<file path="src/rtl/smisr_pkg.sv">
// Package of constants and carrier types for the SMI second-level status mirror bank.
package smisr_pkg;

  // ---------------------------------------------------------------------------
  // Register indices
  // ---------------------------------------------------------------------------
  localparam logic [7:0] SMISR_IDX_PINS_GAME = 8'h84;
  localparam logic [7:0] SMISR_IDX_IDLE = 8'h85;
  localparam logic [7:0] SMISR_IDX_TRAPS = 8'h86;
  localparam logic [7:0] SMISR_IDX_MISC = 8'h87;
  localparam logic [7:0] SMISR_IDX_PINS_GAME_COR = 8'hF4;
  localparam logic [7:0] SMISR_IDX_IDLE_COR = 8'hF5;
  localparam logic [7:0] SMISR_IDX_TRAPS_COR = 8'hF6;
  localparam logic [7:0] SMISR_IDX_MISC_COR = 8'hF7;

  // ---------------------------------------------------------------------------
  // Reset values and field positions
  // ---------------------------------------------------------------------------
  localparam logic [7:0] SMISR_RESET = 8'h00;
  localparam logic [7:0] SMISR_PINS_GAME_VALID = 8'h1F;
  localparam logic [7:0] SMISR_TRAPS_VALID = 8'hBF;
  localparam int SMISR_GAME_BIT = 4;
  localparam int SMISR_LID_POS_BIT = 4;
  localparam int SMISR_LID_SMI_BIT = 3;
  localparam int SMISR_CODEC_BIT = 2;
  localparam int SMISR_TRAP_SEC_IDLE_BIT = 4;
  localparam int SMISR_NUM_PINS = 8;
  localparam int SMISR_LID_PIN = 6;

  // ---------------------------------------------------------------------------
  // Carrier types
  // ---------------------------------------------------------------------------
  typedef struct packed {
    logic [7:0] idle_expire;
    logic [7:0] idle_enable;
    logic [7:0] trap_hit;
    logic [7:0] trap_enable;
    logic sec_idle_expire;
    logic sec_idle_enable;
    logic game_read;
    logic game_write;
    logic game_read_enable;
    logic game_write_enable;
    logic codec_sdata_in_enable;
  } smisr_event_t;

  typedef struct packed {
    logic [7:0] pin_is_gpio;
    logic [7:0] pin_is_input;
    logic [7:0] pin_smi_enable;
    logic lid_switch_select;
  } smisr_pin_cfg_t;

  typedef struct packed {
    logic rd_en;
    logic wr_en;
    logic [7:0] index;
    logic [7:0] wdata;
  } smisr_cfg_req_t;

endpackage : smisr_pkg

</file>
<file path="src/rtl/smisr_pin_sync.sv">
// Two-flop synchroniser and transition detector for the general-purpose pins.
`timescale 1ns/1ps
module smisr_pin_sync #(
  parameter int WIDTH = 8
) (
  // Clock and reset
  input wire logic clk_sys,
  input wire logic rst_b,
  // Pins and results
  input wire logic [WIDTH-1:0] pin_async,
  output logic [WIDTH-1:0] pin_level,
  output logic [WIDTH-1:0] pin_edge,
  output logic [WIDTH-1:0] pin_rise
);
  import smisr_pkg::*;

  typedef struct packed {
    logic [WIDTH-1:0] meta;
    logic [WIDTH-1:0] sync;
    logic [WIDTH-1:0] last;
  } smisr_sync_state_t;

  smisr_sync_state_t state;
  smisr_sync_state_t next_state;

  initial begin
    if (WIDTH < 1) begin
      $error("smisr_pin_sync needs at least one pin");
    end
  end

  always_comb begin
    next_state = state;
    next_state.meta = pin_async;
    next_state.sync = state.meta;
    next_state.last = state.sync;
  end

  always_ff @(posedge clk_sys or negedge rst_b) begin
    if (!rst_b) begin
      state <= '0;
    end else begin
      state <= next_state;
    end
  end

  // The history stage starts at zero, so a pin held high through reset shows one rising edge.
  assign pin_level = state.sync;
  assign pin_edge = state.sync ^ state.last;
  assign pin_rise = state.sync & ~state.last;

endmodule : smisr_pin_sync

</file>
<file path="src/rtl/smisr_status_mirror.sv">
// Second-level SMI status mirror registers with clear-on-read twins.
//
// What this block does
// Mirror one bit 4 flags game-port access SMI; bits 7 to 5 read zero.
// Game-port reads and writes have separate enables, sharing one status bit.
// Mirror one bits 3 to 0 flag enabled transitions on pins 7,5,4,3.
// A pin counts only when selected as GPIO, input, and SMI enabled.
// Mirror reads keep status; twin reads at paired indices clear it.
// Any captured second-level cause shows in the top-level summary bit.
// Mirror two holds enabled idle-timer expiries, video bit 7 to hard disk bit 0.
// Mirror three flags enabled device traps; bit 6 reads zero.
// Mirror three bit 4 flags enabled secondary hard disk idle expiry.
// Mirror four bits 7 to 5 flag enabled transitions on pins 2,1,0.
// Mirror four bit 4 follows the lid pin level when lid switch selected.
// Mirror four bit 3 flags lid pin transition, only as input and lid switch.
// Mirror four bit 2 flags enabled rising edge on codec data-in.
// Idle, trap and misc mirrors are read-only and reset to zero.
// Mirror four has a clear-on-read twin; mirror read leaves status intact.
// Reserved bits read zero; writes to these registers have no effect.
`timescale 1ns/1ps
module smisr_status_mirror (
  // Clock and reset
  input wire logic clk_sys,
  input wire logic rst_b,
  // Configuration space access
  input wire smisr_pkg::smisr_cfg_req_t cfg_req,
  output logic [7:0] cfg_rdata,
  output logic cfg_rvalid,
  output logic cfg_hit,
  // Event sources on this clock
  input wire smisr_pkg::smisr_event_t events,
  input wire smisr_pkg::smisr_pin_cfg_t pin_cfg,
  // Pins from outside
  input wire logic [7:0] general_purpose_pin_async,
  input wire logic codec_sdata_in_async,
  // Summary
  output logic top_level_smi_status
);
  import smisr_pkg::*;

  typedef struct packed {
    logic [7:0] pins_game;
    logic [7:0] idle;
    logic [7:0] traps;
    logic [7:0] misc;
    logic [7:0] rdata;
    logic rvalid;
    logic hit;
    logic top;
  } smisr_state_t;

  smisr_state_t state;
  smisr_state_t next_state;
  logic [8:0] pin_level;
  logic [8:0] pin_edge;
  logic [8:0] pin_rise;
  logic [7:0] pin_ok;
  logic [7:0] set_pins_game;
  logic [7:0] set_idle;
  logic [7:0] set_traps;
  logic [7:0] set_misc;
  logic [7:0] clr_pins_game;
  logic [7:0] clr_idle;
  logic [7:0] clr_traps;
  logic [7:0] clr_misc;
  logic lid_pos;

  // ---------------------------------------------------------------------------
  // Helpers
  // ---------------------------------------------------------------------------
  function automatic logic [7:0] smisr_update(input logic [7:0] cur, input logic [7:0] set,
                                              input logic [7:0] clr);
    // A new event wins over a clear in the same cycle so no SMI cause is lost.
    smisr_update = (cur & ~clr) | set;
  endfunction : smisr_update

  function automatic logic [7:0] smisr_clear_mask(input smisr_cfg_req_t req,
                                                  input logic [7:0] twin);
    smisr_clear_mask = (req.rd_en && req.index == twin) ? 8'hFF : 8'h00;
  endfunction : smisr_clear_mask

  function automatic logic smisr_is_mapped(input logic [7:0] idx);
    smisr_is_mapped = idx inside {SMISR_IDX_PINS_GAME, SMISR_IDX_IDLE, SMISR_IDX_TRAPS,
                                  SMISR_IDX_MISC, SMISR_IDX_PINS_GAME_COR, SMISR_IDX_IDLE_COR,
                                  SMISR_IDX_TRAPS_COR, SMISR_IDX_MISC_COR};
  endfunction : smisr_is_mapped

  // ---------------------------------------------------------------------------
  // Pin synchronisation
  // ---------------------------------------------------------------------------
  smisr_pin_sync #(
    .WIDTH(9)
  ) u_pin_sync (
    .clk_sys(clk_sys),
    .rst_b(rst_b),
    .pin_async({codec_sdata_in_async, general_purpose_pin_async}),
    .pin_level(pin_level),
    .pin_edge(pin_edge),
    .pin_rise(pin_rise)
  );

  // ---------------------------------------------------------------------------
  // Event gathering
  // ---------------------------------------------------------------------------
  always_comb begin
    pin_ok = pin_cfg.pin_is_gpio & pin_cfg.pin_is_input & pin_cfg.pin_smi_enable &
             pin_edge[7:0];
    lid_pos = pin_cfg.lid_switch_select & pin_level[SMISR_LID_PIN];

    set_pins_game = 8'h00;
    set_pins_game[SMISR_GAME_BIT] = (events.game_read & events.game_read_enable) |
                                    (events.game_write & events.game_write_enable);
    set_pins_game[3:0] = {pin_ok[7], pin_ok[5], pin_ok[4], pin_ok[3]};

    set_idle = events.idle_expire & events.idle_enable;

    set_traps = events.trap_hit & events.trap_enable & SMISR_TRAPS_VALID;
    set_traps[SMISR_TRAP_SEC_IDLE_BIT] = events.sec_idle_expire & events.sec_idle_enable;

    set_misc = 8'h00;
    set_misc[7:5] = {pin_ok[2], pin_ok[1], pin_ok[0]};
    set_misc[SMISR_LID_SMI_BIT] = pin_edge[SMISR_LID_PIN] & pin_cfg.pin_is_input[SMISR_LID_PIN] &
                                  pin_cfg.lid_switch_select;
    set_misc[SMISR_CODEC_BIT] = pin_rise[8] & events.codec_sdata_in_enable;

    clr_pins_game = smisr_clear_mask(cfg_req, SMISR_IDX_PINS_GAME_COR);
    clr_idle = smisr_clear_mask(cfg_req, SMISR_IDX_IDLE_COR);
    clr_traps = smisr_clear_mask(cfg_req, SMISR_IDX_TRAPS_COR);
    clr_misc = smisr_clear_mask(cfg_req, SMISR_IDX_MISC_COR);
  end

  // ---------------------------------------------------------------------------
  // Next state
  // ---------------------------------------------------------------------------
  always_comb begin
    next_state = state;
    // Writes are never decoded, so software alters these registers only by clearing them through twin reads.
    next_state.pins_game = smisr_update(state.pins_game, set_pins_game, clr_pins_game) &
                           SMISR_PINS_GAME_VALID;
    next_state.idle = smisr_update(state.idle, set_idle, clr_idle);
    next_state.traps = smisr_update(state.traps, set_traps, clr_traps) & SMISR_TRAPS_VALID;
    next_state.misc = smisr_update(state.misc, set_misc, clr_misc);
    // The lid position is a live level, not a sticky flag, so clears do not touch it.
    next_state.misc[SMISR_LID_POS_BIT] = lid_pos;
    next_state.top = |{next_state.pins_game, next_state.idle, next_state.traps,
                       next_state.misc & ~(8'h01 << SMISR_LID_POS_BIT)};
    next_state.rvalid = cfg_req.rd_en;
    next_state.hit = 1'b0;
    next_state.rdata = 8'h00;
    if (cfg_req.rd_en) begin
      case (cfg_req.index)
        SMISR_IDX_PINS_GAME, SMISR_IDX_PINS_GAME_COR: begin
          next_state.rdata = state.pins_game;
          next_state.hit = 1'b1;
        end
        SMISR_IDX_IDLE, SMISR_IDX_IDLE_COR: begin
          next_state.rdata = state.idle;
          next_state.hit = 1'b1;
        end
        SMISR_IDX_TRAPS, SMISR_IDX_TRAPS_COR: begin
          next_state.rdata = state.traps;
          next_state.hit = 1'b1;
        end
        SMISR_IDX_MISC, SMISR_IDX_MISC_COR: begin
          next_state.rdata = state.misc;
          next_state.hit = 1'b1;
        end
        default: begin
          next_state.rdata = 8'h00;
        end
      endcase
    end
  end

  always_ff @(posedge clk_sys or negedge rst_b) begin
    if (!rst_b) begin
      state <= '0;
    end else begin
      state <= next_state;
    end
  end

  assign cfg_rdata = state.rdata;
  assign cfg_rvalid = state.rvalid;
  assign cfg_hit = state.hit;
  assign top_level_smi_status = state.top;
endmodule : smisr_status_mirror

</file>
<file path="config.mk">
export PLATFORM = sky130hd
export DESIGN_NAME = smisr_status_mirror
export DESIGN_NICKNAME = d
export VERILOG_FILES = /design/src/rtl/smisr_pkg.sv /design/src/rtl/smisr_pin_sync.sv /design/src/rtl/smisr_status_mirror.sv
export SDC_FILE = /design/constraint.sdc
export NUM_CORES = 1
export LEC_CHECK = 0
export ABC_AREA = 1
export BUFFER_PORTS_ARGS = -buffer_cell sky130_fd_sc_hd__buf_2
export CORE_ASPECT_RATIO = 1.5
export CORE_MARGIN = 2
export CORE_UTILIZATION = 26
export DETAILED_ROUTE_END_ITERATION = 10
export PLACE_DENSITY = 0.46
export REMOVE_ABC_BUFFERS = 1
export SLEW_MARGIN = 30
export SYNTH_ARGS = -nofsm -noshare
export SYNTH_HDL_FRONTEND = slang
export SYNTH_HIERARCHICAL = 1
export SYNTH_SLANG_ARGS = --single-unit
</file>
<file path="constraint.sdc">
create_clock -name clk_sys -period 2.27 [get_ports clk_sys]
set_input_delay 0.227 -clock clk_sys [delete_from_list [all_inputs] [get_ports clk_sys]]
set_output_delay 0.227 -clock clk_sys [all_outputs]
set_load 0.05 [all_outputs]
</file>
== After elaboration in Yosys (flattened, before gate mapping) ==
Cells that the tools add are included.

* Register bits: 66
* Output and inout port bits: 11
* Word-level logic and storage cells: 65

* Equal/unequal tests: 8
* Mux-type cells: 8
* Bitwise logic cells: 28
* Reduce and logical (&&, ||, !) cells: 10

{| class="wikitable"
|+ Operator list
! cell !! count
|-
| 8-bit AND || 8
|-
| 8-bit equality test (second input constant) || 8
|-
| 8-bit two-way mux || 4
|-
| 8-bit case mux with 4 select lines || 1
|-
| 27-bit OR reduction || 1
|-
| 8-bit inverter || 3
|-
| 8-bit OR || 3
|-
| 9-bit AND || 1
|-
| 9-bit inverter || 1
|-
| 2-bit OR reduction || 4
|-
| 8-bit OR reduction || 1
|-
| 8-bit bitwise XOR || 1
|-
| 1-bit AND || 7
|-
| 5-bit AND || 1
|-
| 5-bit two-way mux || 1
|-
| 5-bit inverter || 1
|-
| 5-bit OR || 1
|-
| 1-bit logical AND || 4
|-
| 1-bit two-way mux || 2
|-
| 1-bit OR || 1
|}

== Depth between registers and ports, before layout ==
Gate-level depths: netlist (run 1).

* Word-level depth: 7
* Depth in mapped cells: 11

== Hierarchy ==
Netlist (run 1), hierarchy kept.

{| class="wikitable"
|+ Modules (own cells, without submodules)
! module !! times used !! cells each !! area an instance (um2) !! sequential area each (um2)
|-
| smisr_status_mirror || 1 || 238 || 1933.1 || 975.9
|-
| smisr_pin_sync || 1 || 63 || 923.4 || 675.6
|}

== Worst setup path after synthesis (run 1) ==
No wires, ideal clock.

* Path kind: flip-flop to flip-flop
* Start point: register u_pin_sync.state (netlist bit u_pin_sync/pin_level[2])
* End point: register state (netlist bit top_level_smi_status)
* Library setup time: 119 ps
* Arrival time: 1204 ps
* Required time: 2151 ps
* Path slack: 947 ps
* Stages on the path, launching flop included: 11
* Buffers on the path: 0
* Cells stage by stage: dfrtp_1 -> ha_1 -> inv_1 -> nand2_1 -> nor2_1 -> a21oi_1 -> nand2_1 -> nor2_1 -> nand2_1 -> nor2_1 -> nand2_1

{| class="wikitable"
|+ RTL lines
! what !! RTL line !! text
|-
| start, declared || smisr_pin_sync.sv:23 || <nowiki>smisr_sync_state_t state;</nowiki>
|-
| start signal, assigned || smisr_pin_sync.sv:43 || <nowiki>state <= next_state;</nowiki>
|-
| end signal, assigned || smisr_status_mirror.sv:179 || <nowiki>state <= next_state;</nowiki>
|-
| end, declared || smisr_status_mirror.sv:52 || <nowiki>smisr_state_t state;</nowiki>
|}

==> results of run 1 <==
==> flip-flops by register name, indices dropped and copies added, names as in the netlist <==
signal                 count
cfg_hit                    1
cfg_rdata                  8
cfg_rvalid                 1
state                     28
top_level_smi_status       1
u_pin_sync/next_state      9
u_pin_sync/pin_level       9
u_pin_sync/state           9
==> metrics by stage <==
step / instance area [sq um] / setup WS, ns / power [uW] / util [%] / std cells
final: 3760 / 0.818 / 2890 / 35.7 / 539
after global placement: 3370 / 0.682 / 1450 / 32.0 / 516
after detailed placement: 3370 / 0.673 / 1460 / 32.0 / 516
after CTS: 3760 / 0.773 / 2950 / 35.7 / 539
after floorplan: 2730 / 0.964 / 1340 / - / 283
after global routing: 3760 / 0.624 / 3030 / 35.7 / 539
==> per-layer routing <==
layer	share of wire (%)	vias to the layer above	wire length [um]	GRT usage (%)
met4	3.6	0	219	7.22
met1	40	932	2450	12.4
met2	52	56	3140	19.8
met3	4.3	16	263	3.64
met5	0	-	0	0
li1	-	1086	-	-
==> worst max-delay path, stage by stage, from the launching register on <==
cell and delay, ns:
dfrtp_1 0.38, ha_1 0.27, inv_1 0.03, nand2_1 0.05, nor2_1 0.05, a21oi_1 0.17
nand2_1 0.07, nor2_1 0.11, nand2_1 0.06, nor2_1 0.09, nand2_1 0.06
==> worst max-delay path by stage <==
stage                                        from                    to  cells after the start
after floorplan           u_pin_sync/pin_level[2]  top_level_smi_status                     10
after global placement                cfg_req[13]          cfg_rdata[4]                      9
after detailed placement              cfg_req[11]  top_level_smi_status                     11
after CTS                 u_pin_sync/pin_level[2]  top_level_smi_status                     10
after global routing      u_pin_sync/pin_level[2]  top_level_smi_status                     10
final                     u_pin_sync/pin_level[2]  top_level_smi_status                     10
==> power breakdown <==
group	internal [uW]	total, uW	switching (uW)
Combinational	92.5	203	111
Sequential	1220	1240	17.3
Clock	976	1450	473
==> cell type report <==
cell class	instances	area, sq um	share of cell area (%)
Clock buffer	11	243	6.45
Clock inverter	3	65.1	1.73
Inverter	57	214	5.68
Multi-Input combinational cell	160	860	22.8
Sequential cell	66	1650	43.9
Tap cell	144	180	4.79
Timing Repair Buffer	98	551	14.6
==> repair_timing <==
action | 4_1_cts | 5_1_grt
hold endpoints to repair | 26 | 0
endpoints found under the setup margin | 0 | 0
setup buffers | 0 | 0
hold buffers | 9 | 0
==> implementation parameters, run 1 <==
Parameter                              Value

Hold path
  Class of the tightest hold or removal check ... input pin to register
  Hold Path Origin ... general_purpose_pin_async[5]
  Min-Delay Endpoint ... u_pin_sync/next_state[14]
  Count of cells along the worst hold path ... 1

Setup path
  Register-to-register setup slack ... ~0.8 ns
  Arrival time reported for the critical path endpoint ... 1.67 ns
  Critical R2R Capture ... top_level_smi_status
  Required time of the worst setup path ... 2.49 ns
  Category of the most critical setup path ... register to register
  R2r worst-path depth ... 10
  Endpoint kind of the worst setup timing path ... register
  Startpoint type of the worst setup path ... register
  Critical path fanouts, max ... 2
  Startpoint of the most critical register-to-register path ... u_pin_sync/pin_level[2]

Flow run
  Number of maximum-capacitance constraint violations ... 0

Timing
  Time the worst path needs with I/O delays and setup ... ~1.5 ns
  Worst slew pin tran ... between 0.4 and 0.5 ns
  Final hold viol count ... 0
  Setup violators final ... 0
  Setup Total Neg Slack ... 0 ns
  Share of the clock period used by the worst path ... 64.0%
  Max-slew headroom ... 69.6%
  Peak Freq ... ~690 MHz
  Max-slew violations ... 0
  Minimum hold slack ... 0.0125 ns
  Clock tree skew after final layout ... between 0.005 and 0.006 ns
  Setup repair after global routing missed its margin ... false

Layout
  Number of fillers in the final layout ... 1082
  Most frequent cells in the layout ... buf_2, nand2_1, dfrtp_1
  Nets@finish ... 494
  Ratio of cells with drive above 1 in the final layout ... around 29%
  Syn-to-layout area delta ... 34.8%
  Antenna cells ... 0
  Most common cell after layout, fill and taps aside ... buf_2

Clocking
  H-tree levels ... 3
  Clock tree from TritonCTS ... yes
  Clock latency at the later pin of the worst-skew pair ... 0.33 ns
  Clock buffers created by TritonCTS ... 9
  Buffer type at the clock tree root ... clkbuf_16
  CTS sink cnt ... 66
  CTS Buffer Depth ... 2
  Gates resized, CTS repair ... 0
  Worst-path clk slew ... 0.05 ns

Global route
  Overall global routing resource usage ... between 10% and 20%
  Number of antenna violations at the first check in global routing ... 0
  Overflow after GRT ... 0
  Vias in the first global route ... 2165
  Largest net degree at the start of global routing ... slightly below 50
  Wire length of the first global-routing pass ... between 9000 and 10000 um

Die
  Initial core utilization ... 26.5%
  Core footprint ... 0.0105 sq mm
  Die Ht ... 131 um
  Area of the die ... 0.0116 sq mm
  Num ports ... 104
  Die boundary width ... ~90 um
  Row count ... 46

Yosys
  Post-Syn Instances ... 292
  Yosys warning total ... 6
  Synthesized cell area ... 0.00279 sq mm
  Synthesized area divided by synthesized cell count ... 9.56 sq um

Routing
  Number of vias after detailed routing ... between 2000 and 2500
  Antenna-violating nets left ... 0
  Number of DRC markers in iteration 0 ... 91
  Total length of routed wires ... 6070 um
  Total DRC errors in the routed layout ... 0
  Vias per cell ... approximately 3.9
  Initial DRT Pass Iterations ... 4
  Average wire per standard cell ... 11.3 um

Place
  Count of input and output buffers ... 88
  HPWL after DPL ... 4750 um
  Final GP Congestion ... 0.738

Status
  Status ... completed

Pwr
  Largest voltage drop on the vdd net ... 0.379 mV
  Leakage ... around 0.0019 uW
  Ratio of total power to cell area ... 769 mW/mm^2
(Power assumes the default switching activity.)
==> run 2: changes to the inputs <==
- clock period: 2.27 -> 1.48 ns (I/O delays scaled with it)
==> run 2 against run 1 <==
Against the previous run: utilization is 0.27 points higher; maximum frequency is 3.6% higher; combinational power increased by 59%; highest routed layer unchanged; non-clock buffer count rose by 6; sequential share of layout area fell by 0.33 points; sequential power increased by 53%; critical path type unchanged; first-iteration DRC count decreased by 16%.
==> implementation parameters, run 2 (synthesis results as in run 1) <==
Parameter                              Value

Setup path
  Critical path fanouts, max ... 2
  CP cell instances ... ha_1, inv_1, nand2_1, nor2_2, a21oi_2, nand2_1, nor2_1, nand2_1, nor2_1, nand2_1
  Startpoint type of the worst setup path ... register
  Register-to-register setup slack ... 0.08 ns
  WP buf/inv ... 1
  Endpoint kind of the worst setup timing path ... register
  Crit-path max cell delay ... 0.37 ns
  Category of the most critical setup path ... register to register
  Cell seen most often among critical-path stages ... nand2_1
  Arrival time reported for the critical path endpoint ... 1.62 ns
  Required time of the worst setup path ... 1.70 ns
  Slowest library cell on the worst path ... dfrtp_1
  Delay-heaviest family, CP ... simple AND/OR/NAND/NOR gates

Global route
  Wire length of the first global-routing pass ... 9890 um
  Overflow after GRT ... 0
  Vias in the first global route ... 2161
  Largest net degree at the start of global routing ... 67
  Overall global routing resource usage ... a little under an eighth
  Number of antenna violations at the first check in global routing ... 0

Die
  Initial core utilization ... a little over a quarter
  Row count ... 46
  Area of the die ... 0.0116 sq mm
  Die boundary width ... 88.6 um
  Die Ht ... 131 um
  Core footprint ... 0.0105 sq mm
  Num ports ... 104

Clocking
  Clock latency at the later pin of the worst-skew pair ... 0.32 ns
  Buffer type at the clock tree root ... clkbuf_16
  Clock buffers created by TritonCTS ... 9
  Clock tree from TritonCTS ... yes
  H-tree levels ... 3
  CTS Buffer Depth ... 2
  Worst-path clk slew ... ~0.050 ns
  CTS sink cnt ... 66

Layout
  Nets@finish ... 500
  Util after Layout ... between 30% and 40%
  Final std cell area, no fill ... around 0.0038 sq mm
  Antenna cells ... 0
  Most frequent cells in the layout ... buf_2, nand2_1, dfrtp_1
  Register with the highest flop count ... state
  Number of fillers in the final layout ... about 1100
  Flip-flop count of the largest register, all copies and words added ... 28
  Filler-free cell count of the finished design ... 547
  Syn-to-layout area delta ... 35.8%
  Ratio of cells with drive above 1 in the final layout ... 30.8%
  Most common cell after layout, fill and taps aside ... buf_2

Timing
  Time the worst path needs with I/O delays and setup ... 1.40 ns
  Minimum hold slack ... 0.0454 ns
  Max-slew headroom ... 76.2%
  Clock tree skew after final layout ... a little under 0.006 ns
  Final hold viol count ... 0
  Setup repair after global routing missed its margin ... true
  Share of the clock period used by the worst path ... ~95%
  Setup violators final ... 0
  Worst slew pin tran ... 0.358 ns
  Peak Freq ... 713 MHz
  Max-slew violations ... 0

Pwr
  Ratio of total power to cell area ... 1100 mW/mm^2
  Pwr Total ... between 4000 and 5000 uW
  Largest voltage drop on the vdd net ... 0.594 mV
  Leakage ... 0.00188 uW

Place
  Final GP Congestion ... 0.777
  Count of input and output buffers ... 88
  Placed Cells ... 520
  Post-Place Cell Area ... 0.00340 sq mm
  HPWL after DPL ... ~4700 um

Routing
  Antenna-violating nets left ... 0
  Vias per cell ... 3.87
  Total DRC errors in the routed layout ... 0
  Number of DRC markers in iteration 0 ... 76
  Total length of routed wires ... ~6100 um
  Average wire per standard cell ... 11.1 um
  Initial DRT Pass Iterations ... 4
  Number of vias after detailed routing ... 2118

Status
  Status ... completed

Hold path
  Class of the tightest hold or removal check ... input pin to register

Flow run
  Number of maximum-capacitance constraint violations ... 0
-- run 2: cell types whose count changed in the layout (fill, tap and decap cells not counted), sizes merged --
| cell | delta |
|---|---|
| clkinvlp | +1 |
| clkinv | +2 |
| buf | +5 |
| clkbuf | +1 |
| dlygate4sd3 | +1 |
| bufinv | -2 |
-- run 2: layout make-up --
| cell class | count | area, sq um | area share, % |
|---|---|---|---|
| flip-flops and latches | 66 | 1650 | 43.5 |
| multi-input cells | 160 | 866 | 22.8 |
| repair buffers | 104 | 598 | 15.8 |
| clock buffers | 12 | 256 | 6.76 |
| inverters | 57 | 214 | 5.64 |
| well taps | 144 | 180 | 4.75 |
| clock inverters | 4 | 26.3 | 0.693 |
-- run 2: final timing paths --
path	startpoint	end	cells past startpoint
setup / recovery	u_pin_sync/pin_level[2]	top_level_smi_status	10
hold / removal	pin_cfg[0]	state[15]	3
setup reg to reg	u_pin_sync/pin_level[2]	top_level_smi_status	10
hold reg to reg	u_pin_sync/next_state[14]	u_pin_sync/pin_level[5]	0
max in group asynchronous	rst_b	state[22]	3
min in group asynchronous	rst_b	u_pin_sync/next_state[12]	3
-- run 2: power by group --
group	switching, uW	internal, uW
clock network	729	1220
registers	27.8	1880
logic	172	150
total	929	3250
-- run 2: worst reg2reg max path, cell delays in order, from the launching register on --
cell	delay (ns)
dfrtp_1	0.37
ha_1	0.27
inv_1	0.04
nand2_1	0.07
nor2_2	0.05
a21oi_2	0.13
nand2_1	0.07
nor2_1	0.10
nand2_1	0.06
nor2_1	0.09
nand2_1	0.06
-- run 2: what timing repair did --
item | in CTS | in global routing
pin swaps | 0 | 1
hold buffers | 10 | 0
setup endpoints to repair | 1 | 1
setup buffers | 0 | 1
hold endpoints to repair | 75 | 0
cloned | 0 | 0
resized for setup | 1 | 1
-- run 2: routing by layer --
layer	vias to the layer above	GRT usage (%)	share of wire [%]
met3	12	3.20	4.2
met5	-	0	0
met2	53	19.6	52
li1	1096	-	-
met1	957	12.6	40
met4	0	7.66	3.2
-- run 2: stage by stage --
stage,worst slack [ns],TNS [ns]
after detailed placement,-0.0219,-0.0219
after global routing,-0.0931,-0.0931
after global placement,0.0237,0
final,0.0782,0
after CTS,0.0428,0
after floorplan,0.174,0
==> run 3: changes to the inputs <==
- RECOVER_POWER: not set -> 25
==> run 3 against run 2 <==
Against the previous run: global-route usage stayed put; critical path depth stayed put; sequential share of layout area is essentially flat; routed wire length is essentially flat; die area is the same; via count is the same; first-iteration DRC count shrank 2.6%; non-clock buffer count unchanged; sequential power is essentially flat; largest cell class unchanged.
==> implementation parameters, run 3 (synthesis results as in run 1) <==
Parameter                              Value

Layout
  Register with the highest flop count ... state
  Flip-flop count of the largest register, all copies and words added ... 28
  Ratio of cells with drive above 1 in the final layout ... a little under a third
  Util after Layout ... roughly 36%
  Antenna cells ... 0
  Syn-to-layout area delta ... 35.8%
  Nets@finish ... 500
  Most frequent cells in the layout ... buf_2, nand2_1, dfrtp_1
  Most common cell after layout, fill and taps aside ... buf_2
  Final std cell area, no fill ... 0.00379 sq mm

Pwr
  Ratio of total power to cell area ... 1100 mW/mm^2
  Leakage ... 0.00188 uW
  Largest voltage drop on the vdd net ... 0.594 mV

Status
  Status ... completed

Setup path
  Critical R2R Capture ... top_level_smi_status
  Endpoint kind of the worst setup timing path ... register
  Crit-path max cell delay ... 0.37 ns
  Critical path fanouts, max ... 2
  Slowest library cell on the worst path ... dfrtp_1
  Category of the most critical setup path ... register to register
  CP cell instances ... ha_1, inv_1, nand2_1, nor2_2, a21oi_2, nand2_1, nor2_1, nand2_1, nor2_1, nand2_1
  Startpoint type of the worst setup path ... register
  R2r worst-path depth ... 10
  Cell seen most often among critical-path stages ... nand2_1
  Required time of the worst setup path ... 1.70 ns
  Arrival time reported for the critical path endpoint ... 1.61 ns
  Register-to-register setup slack ... 0.08 ns
  Startpoint of the most critical register-to-register path ... u_pin_sync/pin_level[2]

Global route
  Overall global routing resource usage ... 11.6%
  Number of antenna violations at the first check in global routing ... 0
  Largest net degree at the start of global routing ... 67
  Overflow after GRT ... 0
  Vias in the first global route ... ~2200
  Wire length of the first global-routing pass ... 9890 um

Hold path
  Hold Path Origin ... pin_cfg[0]
  Count of cells along the worst hold path ... 3
  Min-Delay Endpoint ... state[15]
  Class of the tightest hold or removal check ... input pin to register

Clocking
  Buffer type at the clock tree root ... clkbuf_16
  Worst-path clk slew ... approximately 0.050 ns
  Clock buffers created by TritonCTS ... 9
  Clock tree from TritonCTS ... yes
  Clock latency at the later pin of the worst-skew pair ... approximately 0.32 ns
  CTS Buffer Depth ... 2
  H-tree levels ... 3
  CTS sink cnt ... 66

Place
  Final GP Congestion ... 0.777
  Count of input and output buffers ... 88
  HPWL after DPL ... 4750 um
  Post-Place Cell Area ... 0.00340 sq mm

Routing
  Initial DRT Pass Iterations ... 4
  Number of vias after detailed routing ... 2118
  Average wire per standard cell ... 11.1 um
  Total length of routed wires ... about 6000 um
  Number of DRC markers in iteration 0 ... 74
  Total DRC errors in the routed layout ... 0
  Antenna-violating nets left ... 0
  Vias per cell ... 3.87

Die
  Area of the die ... 0.0116 sq mm
  Row count ... 46
  Num ports ... 104
  Die Ht ... ~130 um
  Die boundary width ... between 80 and 90 um
  Initial core utilization ... 26.5%
  Core footprint ... 0.0105 sq mm

Timing
  Max-slew headroom ... 68.7%
  Peak Freq ... 715 MHz
  Final hold viol count ... 0
  Worst slew pin tran ... 0.470 ns
  Share of the clock period used by the worst path ... 94.5%
  Setup violators final ... 0
  Setup repair after global routing missed its margin ... true
  Clock tree skew after final layout ... roughly 0.0059 ns
  Time the worst path needs with I/O delays and setup ... roughly 1.4 ns
  Max-slew violations ... 0

Flow run
  Number of maximum-capacitance constraint violations ... 0
-- run 3: stage by stage --
| step | instances | hold slack (ns) | worst slack [ns] | power [uW] | setup TNS (ns) |
|---|---|---|---|---|---|
| detailed placement | 520 | 0.189 | -0.0219 | 2250 | -0.0219 |
| finish | 547 | 0.0454 | 0.0814 | 4180 | 0 |
| floorplan | 283 | -0.148 | 0.174 | 2050 | 0 |
| global placement | 520 | 0.188 | 0.0237 | 2240 | 0 |
| CTS | 546 | 0.0276 | 0.0428 | 4260 | 0 |
| global route | 547 | 0.0427 | -0.0931 | 4400 | -0.0931 |
-- run 3: where the power goes --
group	total, uW	internal, uW	switching (uW)
logic	322	150	172
clock network	1950	1220	729
registers	1900	1880	27.8
-- run 3: cell type report --
| cell class | count | area [sq um] |
|---|---|---|
| repair buffers | 104 | 597 |
| clock inverters | 4 | 26.3 |
| flip-flops and latches | 66 | 1650 |
| multi-input cells | 160 | 866 |
| well taps | 144 | 180 |
| clock buffers | 12 | 256 |
| fillers | 1099 | 6740 |
| inverters | 57 | 214 |
-- run 3: worst max-delay path: cells and delay by family, from the launching register on --
kind	cells	cell delay, ns
adders and majority gates	1	0.27
and+or+nand+nor	7	0.50
buffers and inverters	1	0.04
AOI/OAI and AO/OA	1	0.13
DFF	1	0.37
-- run 3: per-layer routing --
layer / GRT usage (%) / up-vias / share of wire, %
met3: 3.20 / 12 / 4.3
met4: 7.66 / 0 / 3.2
li1: - / 1096 / -
met2: 19.6 / 53 / 52
met1: 12.6 / 957 / 40
met5: 0 / - / 0
-- run 3: how the worst max path moves through the flow --
stage	from	end	slack, ns	cells past startpoint
6_report	u_pin_sync/pin_level[2]	top_level_smi_status	0.08	10
5_1_grt	u_pin_sync/state[2]	top_level_smi_status	-0.09	11
4_1_cts	u_pin_sync/pin_level[2]	top_level_smi_status	0.04	10
3_5_place_dp	cfg_req[11]	top_level_smi_status	-0.02	11
3_3_place_gp	cfg_req[11]	top_level_smi_status	0.02	11
2_1_floorplan	u_pin_sync/pin_level[2]	top_level_smi_status	0.17	10
-- run 3: what timing repair did --
item / 4_1_cts / 5_1_grt
pin swaps: 0 / 1
gates resized for setup: 1 / 1
endpoints found under the hold margin: 75 / 0
endpoints found under the setup margin: 1 / 1
buffers inserted: 0 / 1
hold buffers: 10 / 0
